[src/core/dpcfg_params.svh]
`ifndef DPCFG_PARAMS_SVH
`define DPCFG_PARAMS_SVH

// Indices of the configuration bytes; APB address is four times the index.
`define DPCFG_IDX_FREE_RUN_TW0        12'h300
`define DPCFG_IDX_TW_TRANSFER         12'h306
`define DPCFG_IDX_PULL_IN_LOWER0      12'h307
`define DPCFG_IDX_PULL_IN_UPPER0      12'h30a
`define DPCFG_IDX_OPEN_LOOP_PHASE0    12'h30d
`define DPCFG_IDX_FIXED_LOCK_OFFSET0  12'h30f
`define DPCFG_IDX_LOCK_STEP0          12'h314
`define DPCFG_IDX_SLEW_LIMIT0         12'h316
`define DPCFG_IDX_HISTORY_PERIOD0     12'h318
`define DPCFG_IDX_HISTORY_MODE        12'h31b
`define DPCFG_IDX_LOOP_STATUS         12'h31c

// Number of bytes in the configuration image.
`define DPCFG_NUM_BYTES               28

// Field positions.
`define DPCFG_TRANSFER_BIT            0
`define DPCFG_FALLBACK_BIT            4
`define DPCFG_PERSIST_BIT             3
`define DPCFG_AVG_MSB                 2

// Reset values.
`define DPCFG_RST_FREE_RUN_TW         48'h000000000000
`define DPCFG_RST_PULL_IN_LOWER       24'h000000
`define DPCFG_RST_PULL_IN_UPPER       24'hffffff
`define DPCFG_RST_OPEN_LOOP_PHASE     16'h0000
`define DPCFG_RST_FIXED_LOCK_OFFSET   40'h0000000000
`define DPCFG_RST_LOCK_STEP           16'h03e8
`define DPCFG_RST_SLEW_LIMIT          16'h0000
`define DPCFG_RST_HISTORY_PERIOD      24'h007530
`define DPCFG_RST_HISTORY_MODE        8'h00

`endif

[src/core/dpcfg_pkg.sv]
package dpcfg_pkg;

    // Settings handed to the loop logic as one bundle.
    typedef struct packed {
        logic [23:0] pull_in_lower;
        logic [23:0] pull_in_upper;
        logic [15:0] open_loop_phase;
        logic [39:0] fixed_lock_offset;
        logic [15:0] lock_step;
        logic [15:0] slew_limit;
        logic [23:0] history_period;
        logic        fallback_last_tw;
        logic        persist_history;
        logic [2:0]  avg_mode;
    } dpcfg_settings_s;

endpackage

[src/core/dpcfg_regs.sv]
`timescale 1ns/1ps
`include "dpcfg_params.svh"
// What this block does
// - Writing one to bit 0 of the transfer register copies the stored free-run tuning word into the working word.
// - The transfer strobe clears itself after the copy, so it always reads back zero.
// - In free-run mode the working word follows the stored free-run word without any strobe.
// - The lower pull-in limit is 24 bits over three bytes, least significant byte lowest.
// - The upper pull-in limit is 24 bits over the next three bytes, least significant byte lowest.
// - After reset the lower limit is zero and the upper limit all ones.
// - The 16-bit open-loop phase offset is stored low byte first and resets to zero.
// - The 40-bit fixed lock offset is stored low byte first over five bytes and resets to zero.
// - The 16-bit lock offset step size resets to one thousand.
// - The 16-bit slew limit resets to zero, which disables the limiter.
// - The 24-bit history period is stored low byte first and resets to thirty thousand.
// - With no history on entering holdover, bit 4 picks the free-run word at zero or the last loop word at one.
// - On a reference switch, bit 3 at zero clears the history and at one keeps it.
// - The three-bit averaging mode field holds zero to seven and resets to zero.
// - The free-run tuning word is 48 bits over six bytes, least significant byte first.
module dpcfg_regs #(
    parameter int TW_W = 48
) (
    // Clock and reset.
    input  wire logic                     pclk,
    input  wire logic                     presetn,
    // APB slave.
    input  wire logic                     psel,
    input  wire logic                     penable,
    input  wire logic                     pwrite,
    input  wire logic [13:0]              paddr,
    input  wire logic [31:0]              pwdata,
    output logic      [31:0]              prdata,
    output logic                          pready,
    output logic                          pslverr,
    // Loop state from the tuning word logic.
    input  wire logic                     free_run_mode,
    input  wire logic                     holdover_entry,
    input  wire logic                     history_valid,
    input  wire logic                     ref_switch,
    input  wire logic [TW_W-1:0]          last_loop_tw,
    // Outputs to the loop logic.
    output logic      [TW_W-1:0]          working_tw,
    output logic      [TW_W-1:0]          holdover_tw,
    output logic                          history_clear,
    output dpcfg_pkg::dpcfg_settings_s    settings
);

    localparam int NB = `DPCFG_NUM_BYTES;

    // Reset values of the multi-byte fields, held as constants so that single bytes can be picked out.
    localparam logic [47:0] RST_TW    = `DPCFG_RST_FREE_RUN_TW;
    localparam logic [23:0] RST_LOWER = `DPCFG_RST_PULL_IN_LOWER;
    localparam logic [23:0] RST_UPPER = `DPCFG_RST_PULL_IN_UPPER;
    localparam logic [15:0] RST_PHASE = `DPCFG_RST_OPEN_LOOP_PHASE;
    localparam logic [39:0] RST_FIXED = `DPCFG_RST_FIXED_LOCK_OFFSET;
    localparam logic [15:0] RST_STEP  = `DPCFG_RST_LOCK_STEP;
    localparam logic [15:0] RST_SLEW  = `DPCFG_RST_SLEW_LIMIT;
    localparam logic [23:0] RST_HIST  = `DPCFG_RST_HISTORY_PERIOD;
    localparam logic [7:0]  RST_MODE  = `DPCFG_RST_HISTORY_MODE;

    // Positions inside the byte image, counted from the first free-run byte.
    localparam logic [11:0] REL_TRANSFER = `DPCFG_IDX_TW_TRANSFER - `DPCFG_IDX_FREE_RUN_TW0;
    localparam logic [11:0] REL_MODE     = `DPCFG_IDX_HISTORY_MODE - `DPCFG_IDX_FREE_RUN_TW0;
    localparam logic [11:0] REL_STATUS   = `DPCFG_IDX_LOOP_STATUS - `DPCFG_IDX_FREE_RUN_TW0;

    // Reset image of the byte space, little endian, so every multi-byte field sits low byte first.
    // Keeping it as a constant table lets the asynchronous reset branch load constants only.
    localparam logic [7:0] RST_IMG [NB] = '{
        RST_TW[7:0],        // Free-run word, byte 0.
        RST_TW[15:8],       // Free-run word, byte 1.
        RST_TW[23:16],      // Free-run word, byte 2.
        RST_TW[31:24],      // Free-run word, byte 3.
        RST_TW[39:32],      // Free-run word, byte 4.
        RST_TW[47:40],      // Free-run word, byte 5.
        8'h00,              // Transfer strobe, never stored.
        RST_LOWER[7:0],     // Lower pull-in limit, byte 0.
        RST_LOWER[15:8],    // Lower pull-in limit, byte 1.
        RST_LOWER[23:16],   // Lower pull-in limit, byte 2.
        RST_UPPER[7:0],     // Upper pull-in limit, byte 0.
        RST_UPPER[15:8],    // Upper pull-in limit, byte 1.
        RST_UPPER[23:16],   // Upper pull-in limit, byte 2.
        RST_PHASE[7:0],     // Open-loop phase offset, byte 0.
        RST_PHASE[15:8],    // Open-loop phase offset, byte 1.
        RST_FIXED[7:0],     // Fixed lock offset, byte 0.
        RST_FIXED[15:8],    // Fixed lock offset, byte 1.
        RST_FIXED[23:16],   // Fixed lock offset, byte 2.
        RST_FIXED[31:24],   // Fixed lock offset, byte 3.
        RST_FIXED[39:32],   // Fixed lock offset, byte 4.
        RST_STEP[7:0],      // Lock offset step, byte 0.
        RST_STEP[15:8],     // Lock offset step, byte 1.
        RST_SLEW[7:0],      // Slew limit, byte 0.
        RST_SLEW[15:8],     // Slew limit, byte 1.
        RST_HIST[7:0],      // History period, byte 0.
        RST_HIST[15:8],     // History period, byte 1.
        RST_HIST[23:16],    // History period, byte 2.
        RST_MODE            // History mode controls.
    };

    // Byte image of the configuration space from index 0x300 upward.
    logic [7:0]      cfg_r [NB];
    logic [11:0]     idx;
    logic [11:0]     rel;
    logic            in_map;
    logic            access;
    logic            wr_en;
    logic            transfer_req;
    logic [TW_W-1:0] free_run_tw;
    logic [7:0]      rd_byte;

    // Registered copies of each field, packed into the settings bundle below.
    logic [23:0]     lower_r;
    logic [23:0]     upper_r;
    logic [15:0]     phase_r;
    logic [39:0]     fixed_r;
    logic [15:0]     step_r;
    logic [15:0]     slew_r;
    logic [23:0]     hist_r;
    logic            fallback_r;
    logic            persist_r;
    logic [2:0]      avg_r;

    // The word address carries the byte index; the low two address bits are ignored.
    assign idx    = paddr[13:2];
    assign rel    = idx - `DPCFG_IDX_FREE_RUN_TW0;
    assign in_map = (idx >= `DPCFG_IDX_FREE_RUN_TW0) && (idx <= `DPCFG_IDX_LOOP_STATUS);
    assign access = psel && penable;

    // A write lands only at the edge where the access phase meets a high ready.
    // Writing once per transfer keeps the strobe from firing twice for one bus write.
    assign wr_en  = access && pready && pwrite && in_map;

    // Byte storage; the transfer byte and status byte are never stored; the transfer byte reads zero and the status byte shows loop state.
    always_ff @(posedge pclk or negedge presetn) begin
        if (!presetn) begin
            for (int i = 0; i < NB; i++) begin
                cfg_r[i] <= RST_IMG[i];
            end
        end else if (wr_en) begin
            if (rel == REL_MODE) begin
                cfg_r[rel[4:0]] <= {3'h0, pwdata[4:0]};
            end else if (rel != REL_TRANSFER && rel != REL_STATUS) begin
                cfg_r[rel[4:0]] <= pwdata[7:0];
            end
        end
    end

    // Free-run word gathered low byte first.
    always_comb begin
        for (int i = 0; i < 6; i++) begin
            free_run_tw[8*i +: 8] = cfg_r[i];
        end
    end

    // A one in bit 0 of the transfer register raises a single-cycle request.
    // The strobe is never stored, so it clears itself and software never writes zero to it.
    assign transfer_req = wr_en && (rel == REL_TRANSFER) && pwdata[`DPCFG_TRANSFER_BIT];

    // Working word: copied on request, and tracks the stored word in free run.
    // In free run the copy happens every cycle, so the word lags a byte write by one cycle.
    always_ff @(posedge pclk or negedge presetn) begin
        if (!presetn) begin
            working_tw <= '0;
        end else if (transfer_req || free_run_mode) begin
            working_tw <= free_run_tw;
        end
    end

    // Holdover source chosen when holdover starts without history.
    // With history present the loop logic supplies its own average, so nothing is loaded here.
    always_ff @(posedge pclk or negedge presetn) begin
        if (!presetn) begin
            holdover_tw <= '0;
        end else if (holdover_entry && !history_valid) begin
            holdover_tw <= cfg_r[REL_MODE[4:0]][`DPCFG_FALLBACK_BIT] ? last_loop_tw : free_run_tw;
        end
    end

    // History clear pulse on a reference switch unless history is persistent.
    always_ff @(posedge pclk or negedge presetn) begin
        if (!presetn) begin
            history_clear <= 1'b0;
        end else begin
            history_clear <= ref_switch && !cfg_r[REL_MODE[4:0]][`DPCFG_PERSIST_BIT];
        end
    end

    // Lower pull-in limit, low byte at the lowest index.
    always_ff @(posedge pclk or negedge presetn) begin
        if (!presetn) begin
            lower_r <= RST_LOWER;
        end else begin
            lower_r <= {cfg_r[9], cfg_r[8], cfg_r[7]};
        end
    end

    // Upper pull-in limit, low byte at the lowest index.
    always_ff @(posedge pclk or negedge presetn) begin
        if (!presetn) begin
            upper_r <= RST_UPPER;
        end else begin
            upper_r <= {cfg_r[12], cfg_r[11], cfg_r[10]};
        end
    end

    // Open-loop synthesizer phase offset.
    always_ff @(posedge pclk or negedge presetn) begin
        if (!presetn) begin
            phase_r <= RST_PHASE;
        end else begin
            phase_r <= {cfg_r[14], cfg_r[13]};
        end
    end

    // Fixed closed-loop lock offset over five bytes.
    always_ff @(posedge pclk or negedge presetn) begin
        if (!presetn) begin
            fixed_r <= RST_FIXED;
        end else begin
            fixed_r <= {cfg_r[19], cfg_r[18], cfg_r[17], cfg_r[16], cfg_r[15]};
        end
    end

    // Incremental lock offset step size.
    always_ff @(posedge pclk or negedge presetn) begin
        if (!presetn) begin
            step_r <= RST_STEP;
        end else begin
            step_r <= {cfg_r[21], cfg_r[20]};
        end
    end

    // Phase slew limit; zero leaves the limiter off.
    always_ff @(posedge pclk or negedge presetn) begin
        if (!presetn) begin
            slew_r <= RST_SLEW;
        end else begin
            slew_r <= {cfg_r[23], cfg_r[22]};
        end
    end

    // History period. A zero period is left to software to avoid; the hardware passes it through,
    // since clamping it here would hide a programming error from the loop logic.
    always_ff @(posedge pclk or negedge presetn) begin
        if (!presetn) begin
            hist_r <= RST_HIST;
        end else begin
            hist_r <= {cfg_r[26], cfg_r[25], cfg_r[24]};
        end
    end

    // Holdover fallback selection bit.
    always_ff @(posedge pclk or negedge presetn) begin
        if (!presetn) begin
            fallback_r <= RST_MODE[`DPCFG_FALLBACK_BIT];
        end else begin
            fallback_r <= cfg_r[REL_MODE[4:0]][`DPCFG_FALLBACK_BIT];
        end
    end

    // Persistent history bit.
    always_ff @(posedge pclk or negedge presetn) begin
        if (!presetn) begin
            persist_r <= RST_MODE[`DPCFG_PERSIST_BIT];
        end else begin
            persist_r <= cfg_r[REL_MODE[4:0]][`DPCFG_PERSIST_BIT];
        end
    end

    // Averaging mode field; every three-bit code is legal.
    always_ff @(posedge pclk or negedge presetn) begin
        if (!presetn) begin
            avg_r <= RST_MODE[`DPCFG_AVG_MSB:0];
        end else begin
            avg_r <= cfg_r[REL_MODE[4:0]][`DPCFG_AVG_MSB:0];
        end
    end

    // The bundle is pure wiring of flip-flops, one cycle behind the byte image.
    assign settings = '{pull_in_lower:     lower_r,
                        pull_in_upper:     upper_r,
                        open_loop_phase:   phase_r,
                        fixed_lock_offset: fixed_r,
                        lock_step:         step_r,
                        slew_limit:        slew_r,
                        history_period:    hist_r,
                        fallback_last_tw:  fallback_r,
                        persist_history:   persist_r,
                        avg_mode:          avg_r};

    // Read byte: the status index shows loop state; the transfer byte reads zero.
    always_comb begin
        rd_byte = 8'h00;
        if (in_map) begin
            if (rel == REL_STATUS) begin
                rd_byte = {6'h00, history_valid, free_run_mode};
            end else if (rel != REL_TRANSFER) begin
                rd_byte = cfg_r[rel[4:0]];
            end
        end
    end

    // APB answer: one wait state, so pready and prdata come from flip-flops.
    // Ready rises after the first access cycle and falls again at once, so it is a single pulse.
    always_ff @(posedge pclk or negedge presetn) begin
        if (!presetn) begin
            pready  <= 1'b0;
        end else begin
            pready  <= access && !pready;
        end
    end

    // Read data is captured in the first access cycle and stands while ready is high.
    always_ff @(posedge pclk or negedge presetn) begin
        if (!presetn) begin
            prdata  <= 32'h00000000;
        end else begin
            prdata  <= {24'h000000, rd_byte};
        end
    end

    // An index outside the map answers with an error and stores nothing.
    always_ff @(posedge pclk or negedge presetn) begin
        if (!presetn) begin
            pslverr <= 1'b0;
        end else begin
            pslverr <= access && !pready && !in_map;
        end
    end

endmodule

[config.mk]
export PLATFORM = sky130hd
export DESIGN_NAME = dpcfg_regs
export DESIGN_NICKNAME = d
export VERILOG_FILES = /design/src/core/dpcfg_pkg.sv /design/src/core/dpcfg_regs.sv
export VERILOG_INCLUDE_DIRS = /design/src /design/src/core
export SDC_FILE = /design/constraint.sdc
export NUM_CORES = 1
export LEC_CHECK = 0
export BUFFER_PORTS_ARGS = -buffer_cell sky130_fd_sc_hd__buf_2
export CORE_ASPECT_RATIO = 0.6
export CORE_MARGIN = 1.5
export CORE_UTILIZATION = 32
export DETAILED_ROUTE_END_ITERATION = 10
export PLACE_DENSITY = 0.54
export SLEW_MARGIN = 20
export SYNTH_ARGS = -nofsm -noshare
export SYNTH_HDL_FRONTEND = slang
export SYNTH_SLANG_ARGS = --single-unit
[constraint.sdc]
create_clock -name pclk -period 1.7 [get_ports pclk]
set_input_delay 0.085 -clock pclk [delete_from_list [all_inputs] [get_ports pclk]]
set_output_delay 0.085 -clock pclk [all_outputs]
set_load 0.005 [all_outputs]
==> results.json, run 1 <==
{
  "outcome": "complete, but fails checks",
  "violations": "negative setup slack",
  "startpoint": "pready",
  "rsz0062_at_grt": "yes",
  "max_cap_viol_count": 0,
  "coreArea_um2": 59500,
  "fin_crit_sh_pct": 106,
  "yosys_warnings": 0,
  "place_congestion": 0.826,
  "die_h_um": 193,
  "syn_to_final_growth_pct": 35.4,
  "overflow": 0,
  "grt_pass1_wl_um": 88500,
  "fillerInstances": 5349,
  "tns_ns": -5.71,
  "clk_latency_ns": 0.61,
  "first_iter_violations": 1040,
  "hpwl_um": 42500,
  "cts.sinks": 496,
  "drt_first_pass_iters": 5,
  "relSlewSlack_pct": 61.9,
  "grt_usage_pct": 19.4,
  "cts_tree": "yes",
  "path_cells": "and4_4 > nor3b_4 > buf_6 > buf_12 > nand3_4 > buf_12 > mux2_4",
  "synth-main-ff-cell": "dfrtp_1",
  "dpl_cell_area_um2": 23400,
  "slew_violations": 0,
  "setup_viol": 100,
  "min_period_ns": 1.81,
  "clk_path_buf_depth": 3,
  "start_util_pct": 32.5,
  "yosys.area.top_type": "dfrtp_1",
  "finalPower_mw": 24.3,
  "cp-start-kind": "flop",
  "clock-root-buffer": "clkbuf_16",
  "crit_family": "simple AND/OR/NAND/NOR gates",
  "crit_path_max_incr_delay_ns": 0.36,
  "ctsHtreeMaxLevel": 2,
  "crit_top_cell": "buf_12",
  "route.vias.total": 12600,
  "fin_ws_ns": -0.105,
  "synth_area_um2": 19300,
  "arrival_ns": 2.33,
  "grt_max_degree": 97,
  "synthTopCellsByArea": "dfrtp_1 55%, dfstp_2 10%, mux2_2 6.6%, mux4_2 6.5%, mux2i_1 3.6%",
  "yosysUniqueCellTypes": 45,
  "ys_seq_area_share_pct": 64.7,
  "clk_pin_slew_ns": 0.07,
  "whs_ns": 0.0660,
  "ant_nets": 0,
  "synth_top_cell_area_share_pct": 54.6,
  "antenna_found_initial": 6,
  "routed_wl_um": 60300,
  "dp_slack_ns": -0.450,
  "nNetsFinal": 1936,
  "layout_commonest_cell": "dfrtp_1",
  "crit_required_ns": 2.22,
  "synthArstFlopShare_pct": 100,
  "numCtsBuffers": 48,
  "p_leak_nw": 13.2,
  "die_area_um2": 61900,
  "crit_fanout": 6,
  "numPortBuffers": 348,
  "io_pins": 399,
  "synth-seq-cells": 496,
  "reg2reg_from": "pready",
  "clock-skew-final_ns": 0.0220,
  "rows": 69,
  "synth_edf_count": 0,
  "ir_worst_vdd_v": 0.000691,
  "syn_area_per_cell_um2": 15.0,
  "min_path_type": "primary input to async pin",
  "clock.fmax_ghz": 0.554,
  "layout_common_cells": "421 x dfrtp_1, 348 x buf_2, 125 x buf_4, 116 x nand2_1, 102 x o21ai_0",
  "viasPerCell": 4.74,
  "cp_num_buf_inv": 3,
  "finalHoldViolations": 0,
  "design_area_um2": 26200,
  "drive_above_1_share_pct": 52.7,
  "drc_errors": 0,
  "avgRoutedWirePerCell_um": 22.7,
  "synthCells": 1285,
  "worst_slew_pin_slew_ns": 0.571,
  "crit_slowest_cell": "dfrtp_1",
  "endpoint_kind": "flop",
  "critPathKind": "flop to flop",
  "first_global_vias": 13000,
  "cellPowerDensity_nw_per_um2": 927,
  "die_w_um": 320
}
cells in the mapped netlist, types with 6 or more instances:
library cell / instances
mux2_2: 114
nand4_2: 9
buf_6: 14
dfstp_2: 74
dfrtp_1: 422
buf_2: 28
buf_4: 28
o21ai_0: 117
mux2_1: 42
nand2b_1: 8
nor2_1: 12
clkbuf_1: 48
a22o_1: 6
nand2_1: 125
mux2_4: 36
mux2i_1: 69
a221o_1: 6
mux4_2: 56
and2_1: 8
nor2b_1: 8
nand3_1: 15
repair_timing:
action,in CTS,in global routing
pin swaps,6,4
hold endpoints to repair,521,0
endpoints found under the setup margin,92,234
hold buffers,62,0
gates resized for setup,10,89
buffers inserted,4,6
gates cloned,4,5
through the flow:
step	utilization [%]	instances
5_1_grt	44.0	2655
2_1_floorplan	-	1308
3_3_place_gp	39.3	2484
6_report	44.0	2656
4_1_cts	43.4	2644
3_5_place_dp	39.3	2484
kinds of logic (layout without fill, tap and decap cells):
family                 count (synthesis)  in the layout  synth area share, %
flip-flops                           496            496                 64.7
multiplexers                         317            317                 22.0
AND/OR/NAND/NOR                      207            210                 5.42
AO/OA/AOI/OAI                        142            142                 4.25
buffers and inverters                122            684                 3.64
other                                  1             26               0.0194
path summary, 6_finish.rpt:
check | slack, ns | end | cells after the start
min in group pclk | 0.07 | prdata[0] | 4
worst max register to register | -0.11 | flop | 7
worst max-delay path | -0.11 | flop | 7
max in group asynchronous | 0.73 | holdover_tw[42] | 3
worst min-delay path | 0.07 | hist_r[12] | 2
worst min register to register | 0.37 | flop | 0
cell type report:
class                           count  area (µm²)  area share, %
Clock inverter                     26         340           1.30
Multi-Input combinational cell    693        6700           25.6
Clock buffer                       64        1310           5.01
Tap cell                          781         977           3.73
Sequential cell                   496       12500           47.8
Antenna cell                        2        5.00         0.0191
Timing Repair Buffer              594        4340           16.6
layer usage:
layer,wire (µm),vias up,global-route usage (%),part of all wire [%]
li1,-,5607,-,-
met1,28400,6542,28.8,47
met2,26900,358,28.9,45
met3,3850,77,4.02,6.4
met4,1120,2,4.55,1.9
met5,15,-,0,0.025
report_power, final:
part           total, mW  internal (mW)  switching (mW)
Clock               11.2           6.41            4.83
Combinational       1.20          0.474           0.723
Sequential          11.8           11.8         0.00395
Total               24.3           18.7            5.56
No activity file was read; power rests on OpenSTA's default activity.
==> inputs of run 2 (changes only) <==
--- a/config.mk
+++ b/config.mk
@@ -13,5 +13,5 @@
 export DETAILED_ROUTE_END_ITERATION = 10
 export PLACE_DENSITY = 0.54
-export SLEW_MARGIN = 20
+export SLEW_MARGIN = 10
 export SYNTH_ARGS = -nofsm -noshare
 export SYNTH_HDL_FRONTEND = slang
==> constraint.sdc (replaced) <==
create_clock -name pclk -period 1.7 [get_ports pclk]
set_input_delay 0.085 -clock pclk [delete_from_list [all_inputs] [get_ports pclk]]
set_output_delay 0.085 -clock pclk [all_outputs]
set_load 0.1 [all_outputs]
==> run 2 against run 1 <==
Against the previous run:
- the run still ends with negative setup slack left
- die area did not move
- sequential cell count did not move
- sequential share of layout area fell by 0.85 points
- setup slack got worse by 0.089 ns
- largest cell class unchanged
==> results.json, run 2 (synthesized netlist as in run 1, its figures left out) <==
{
  "crit_required_ns": 2.17,
  "critPathKind": "flop to flop",
  "arrival_ns": 2.37,
  "viasPerCell": 4.71,
  "grt_max_degree": 99,
  "io_pins": 399,
  "utilization_pct": 44.8,
  "setup_viol": 144,
  "die_area_um2": 61900,
  "grt_pass1_wl_um": 90400,
  "cellPowerDensity_nw_per_um2": 933,
  "drive_above_1_share_pct": 52.5,
  "clk_latency_ns": 0.59,
  "layout_commonest_cell": "dfrtp_1",
  "cts_tree": "yes",
  "max_cap_viol_count": 0,
  "drc_errors": 0,
  "place_congestion": 0.826,
  "ir_worst_vdd_v": 0.000711,
  "hpwl_um": 43700,
  "p_leak_nw": 13.6,
  "slew_violations": 0,
  "power.clock.fraction_pct": 46.3,
  "relSlewSlack_pct": 33.4,
  "endpoint_kind": "flop",
  "fin_ws_ns": -0.194,
  "ant_nets": 0,
  "sw_frac_of_total_pct": 23.3,
  "first_global_vias": 13200,
  "syn_to_final_growth_pct": 37.9,
  "route.vias.total": 12700,
  "rows": 69,
  "pwr-share-seq_pct": 47.5,
  "avgRoutedWirePerCell_um": 23.2,
  "stdcell_count": 2693,
  "tns_ns": -12.55,
  "finalHoldViolations": 0,
  "finalPower_mw": 24.9,
  "switchingPower_mw": 5.81,
  "clock-skew-final_ns": 0.0207,
  "violations": "negative setup slack",
  "clock-root-buffer": "clkbuf_16",
  "cts.sinks": 496,
  "antenna_found_initial": 7,
  "nNetsFinal": 1970,
  "placed_cells": 2513,
  "routed_wl_um": 62500,
  "worst_slew_pin_slew_ns": 0.996,
  "die_h_um": 193,
  "start_util_pct": 32.5,
  "clk_pin_slew_ns": 0.07,
  "drt_first_pass_iters": 5,
  "ctsHtreeMaxLevel": 2,
  "pwr-share-comb_pct": 6.2,
  "internal_power_mw": 19.1,
  "clock.fmax_ghz": 0.528,
  "min_path_type": "primary input to flop",
  "first_iter_violations": 979,
  "numCtsBuffers": 48,
  "crit_fanout": 5,
  "rsz0062_at_grt": "yes",
  "die_w_um": 320,
  "cp-start-kind": "flop",
  "min_period_ns": 1.89,
  "clk_path_buf_depth": 3,
  "grt_usage_pct": 19.7,
  "outcome": "complete, but fails checks",
  "layout_common_cells": "420 x dfrtp_1, 344 x buf_2, 161 x buf_4, 124 x mux2_4, 119 x nand2_1",
  "fin_crit_sh_pct": 111,
  "coreArea_um2": 59500,
  "overflow": 0,
  "numPortBuffers": 348
}
run 2: area by class of cell:
cell class                      count  area, µm²
Clock buffer                       70       1460
Clock inverter                     20        253
Timing Repair Buffer              631       4740
Antenna cell                        5       12.5
Multi-Input combinational cell    690       6720
Sequential cell                   496      12500
Fill cell                        5355      32800
Tap cell                          781        977
run 2: what timing repair did:
item,in CTS,in global routing
hold buffers,60,0
endpoints found under the setup margin,154,160
pin swaps,3,7
resized for setup,27,117
cloned,3,6
setup buffers,9,10
hold endpoints to repair,503,0
run 2: metrics by stage:
step                      cell area, µm²  hold slack [ns]  setup slack (ns)
after CTS                          26100           0.0114            -0.191
after global placement             23500          -0.0227            -0.462
after floorplan                    19600           -0.211            -0.321
final                              26700           0.0436            -0.194
after global routing               26700           0.0372            -0.232
after detailed placement           23500          -0.0241            -0.491
run 2: power groups by stage:
stage / logic, mW / clock network, mW / registers [mW]
after floorplan: 0.620 / 0 / 12.1
after global placement: 1.35 / 0 / 12.0
after detailed placement: 1.36 / 0 / 12.0
after CTS: 1.52 / 11.8 / 11.8
after global routing: 1.64 / 12.3 / 11.8
final: 1.54 / 11.5 / 11.8
run 2: worst paths after layout:
kind                                from             to  slack [ns]  cells past startpoint
worst max-delay path              pready  working_tw[5]       -0.19                      7
worst min-delay path            paddr[6]      prdata[1]        0.04                      4
worst max register to register    pready  working_tw[5]       -0.19                      7
worst min register to register      flop           flop        0.37                      0
max in group asynchronous        presetn     lower_r[2]        0.15                      3
min in group asynchronous        presetn        pslverr        0.14                      3
run 2: worst max-delay path, stage by stage (launching register included):
cell and delay (ns):
dfrtp_4 0.47, and4_4 0.16, nor3b_4 0.15, buf_4 0.14, a31oi_4 0.17, buf_6 0.20
clkbuf_16 0.18, mux2_4 0.30
run 2: per-layer routing:
layer	track usage (%)	wire (µm)	vias to the layer above
met5	0	0	-
met4	4.16	1030	0
met1	29.4	30100	6630
li1	-	-	5670
met2	29.6	27900	328
met3	4.09	3390	64
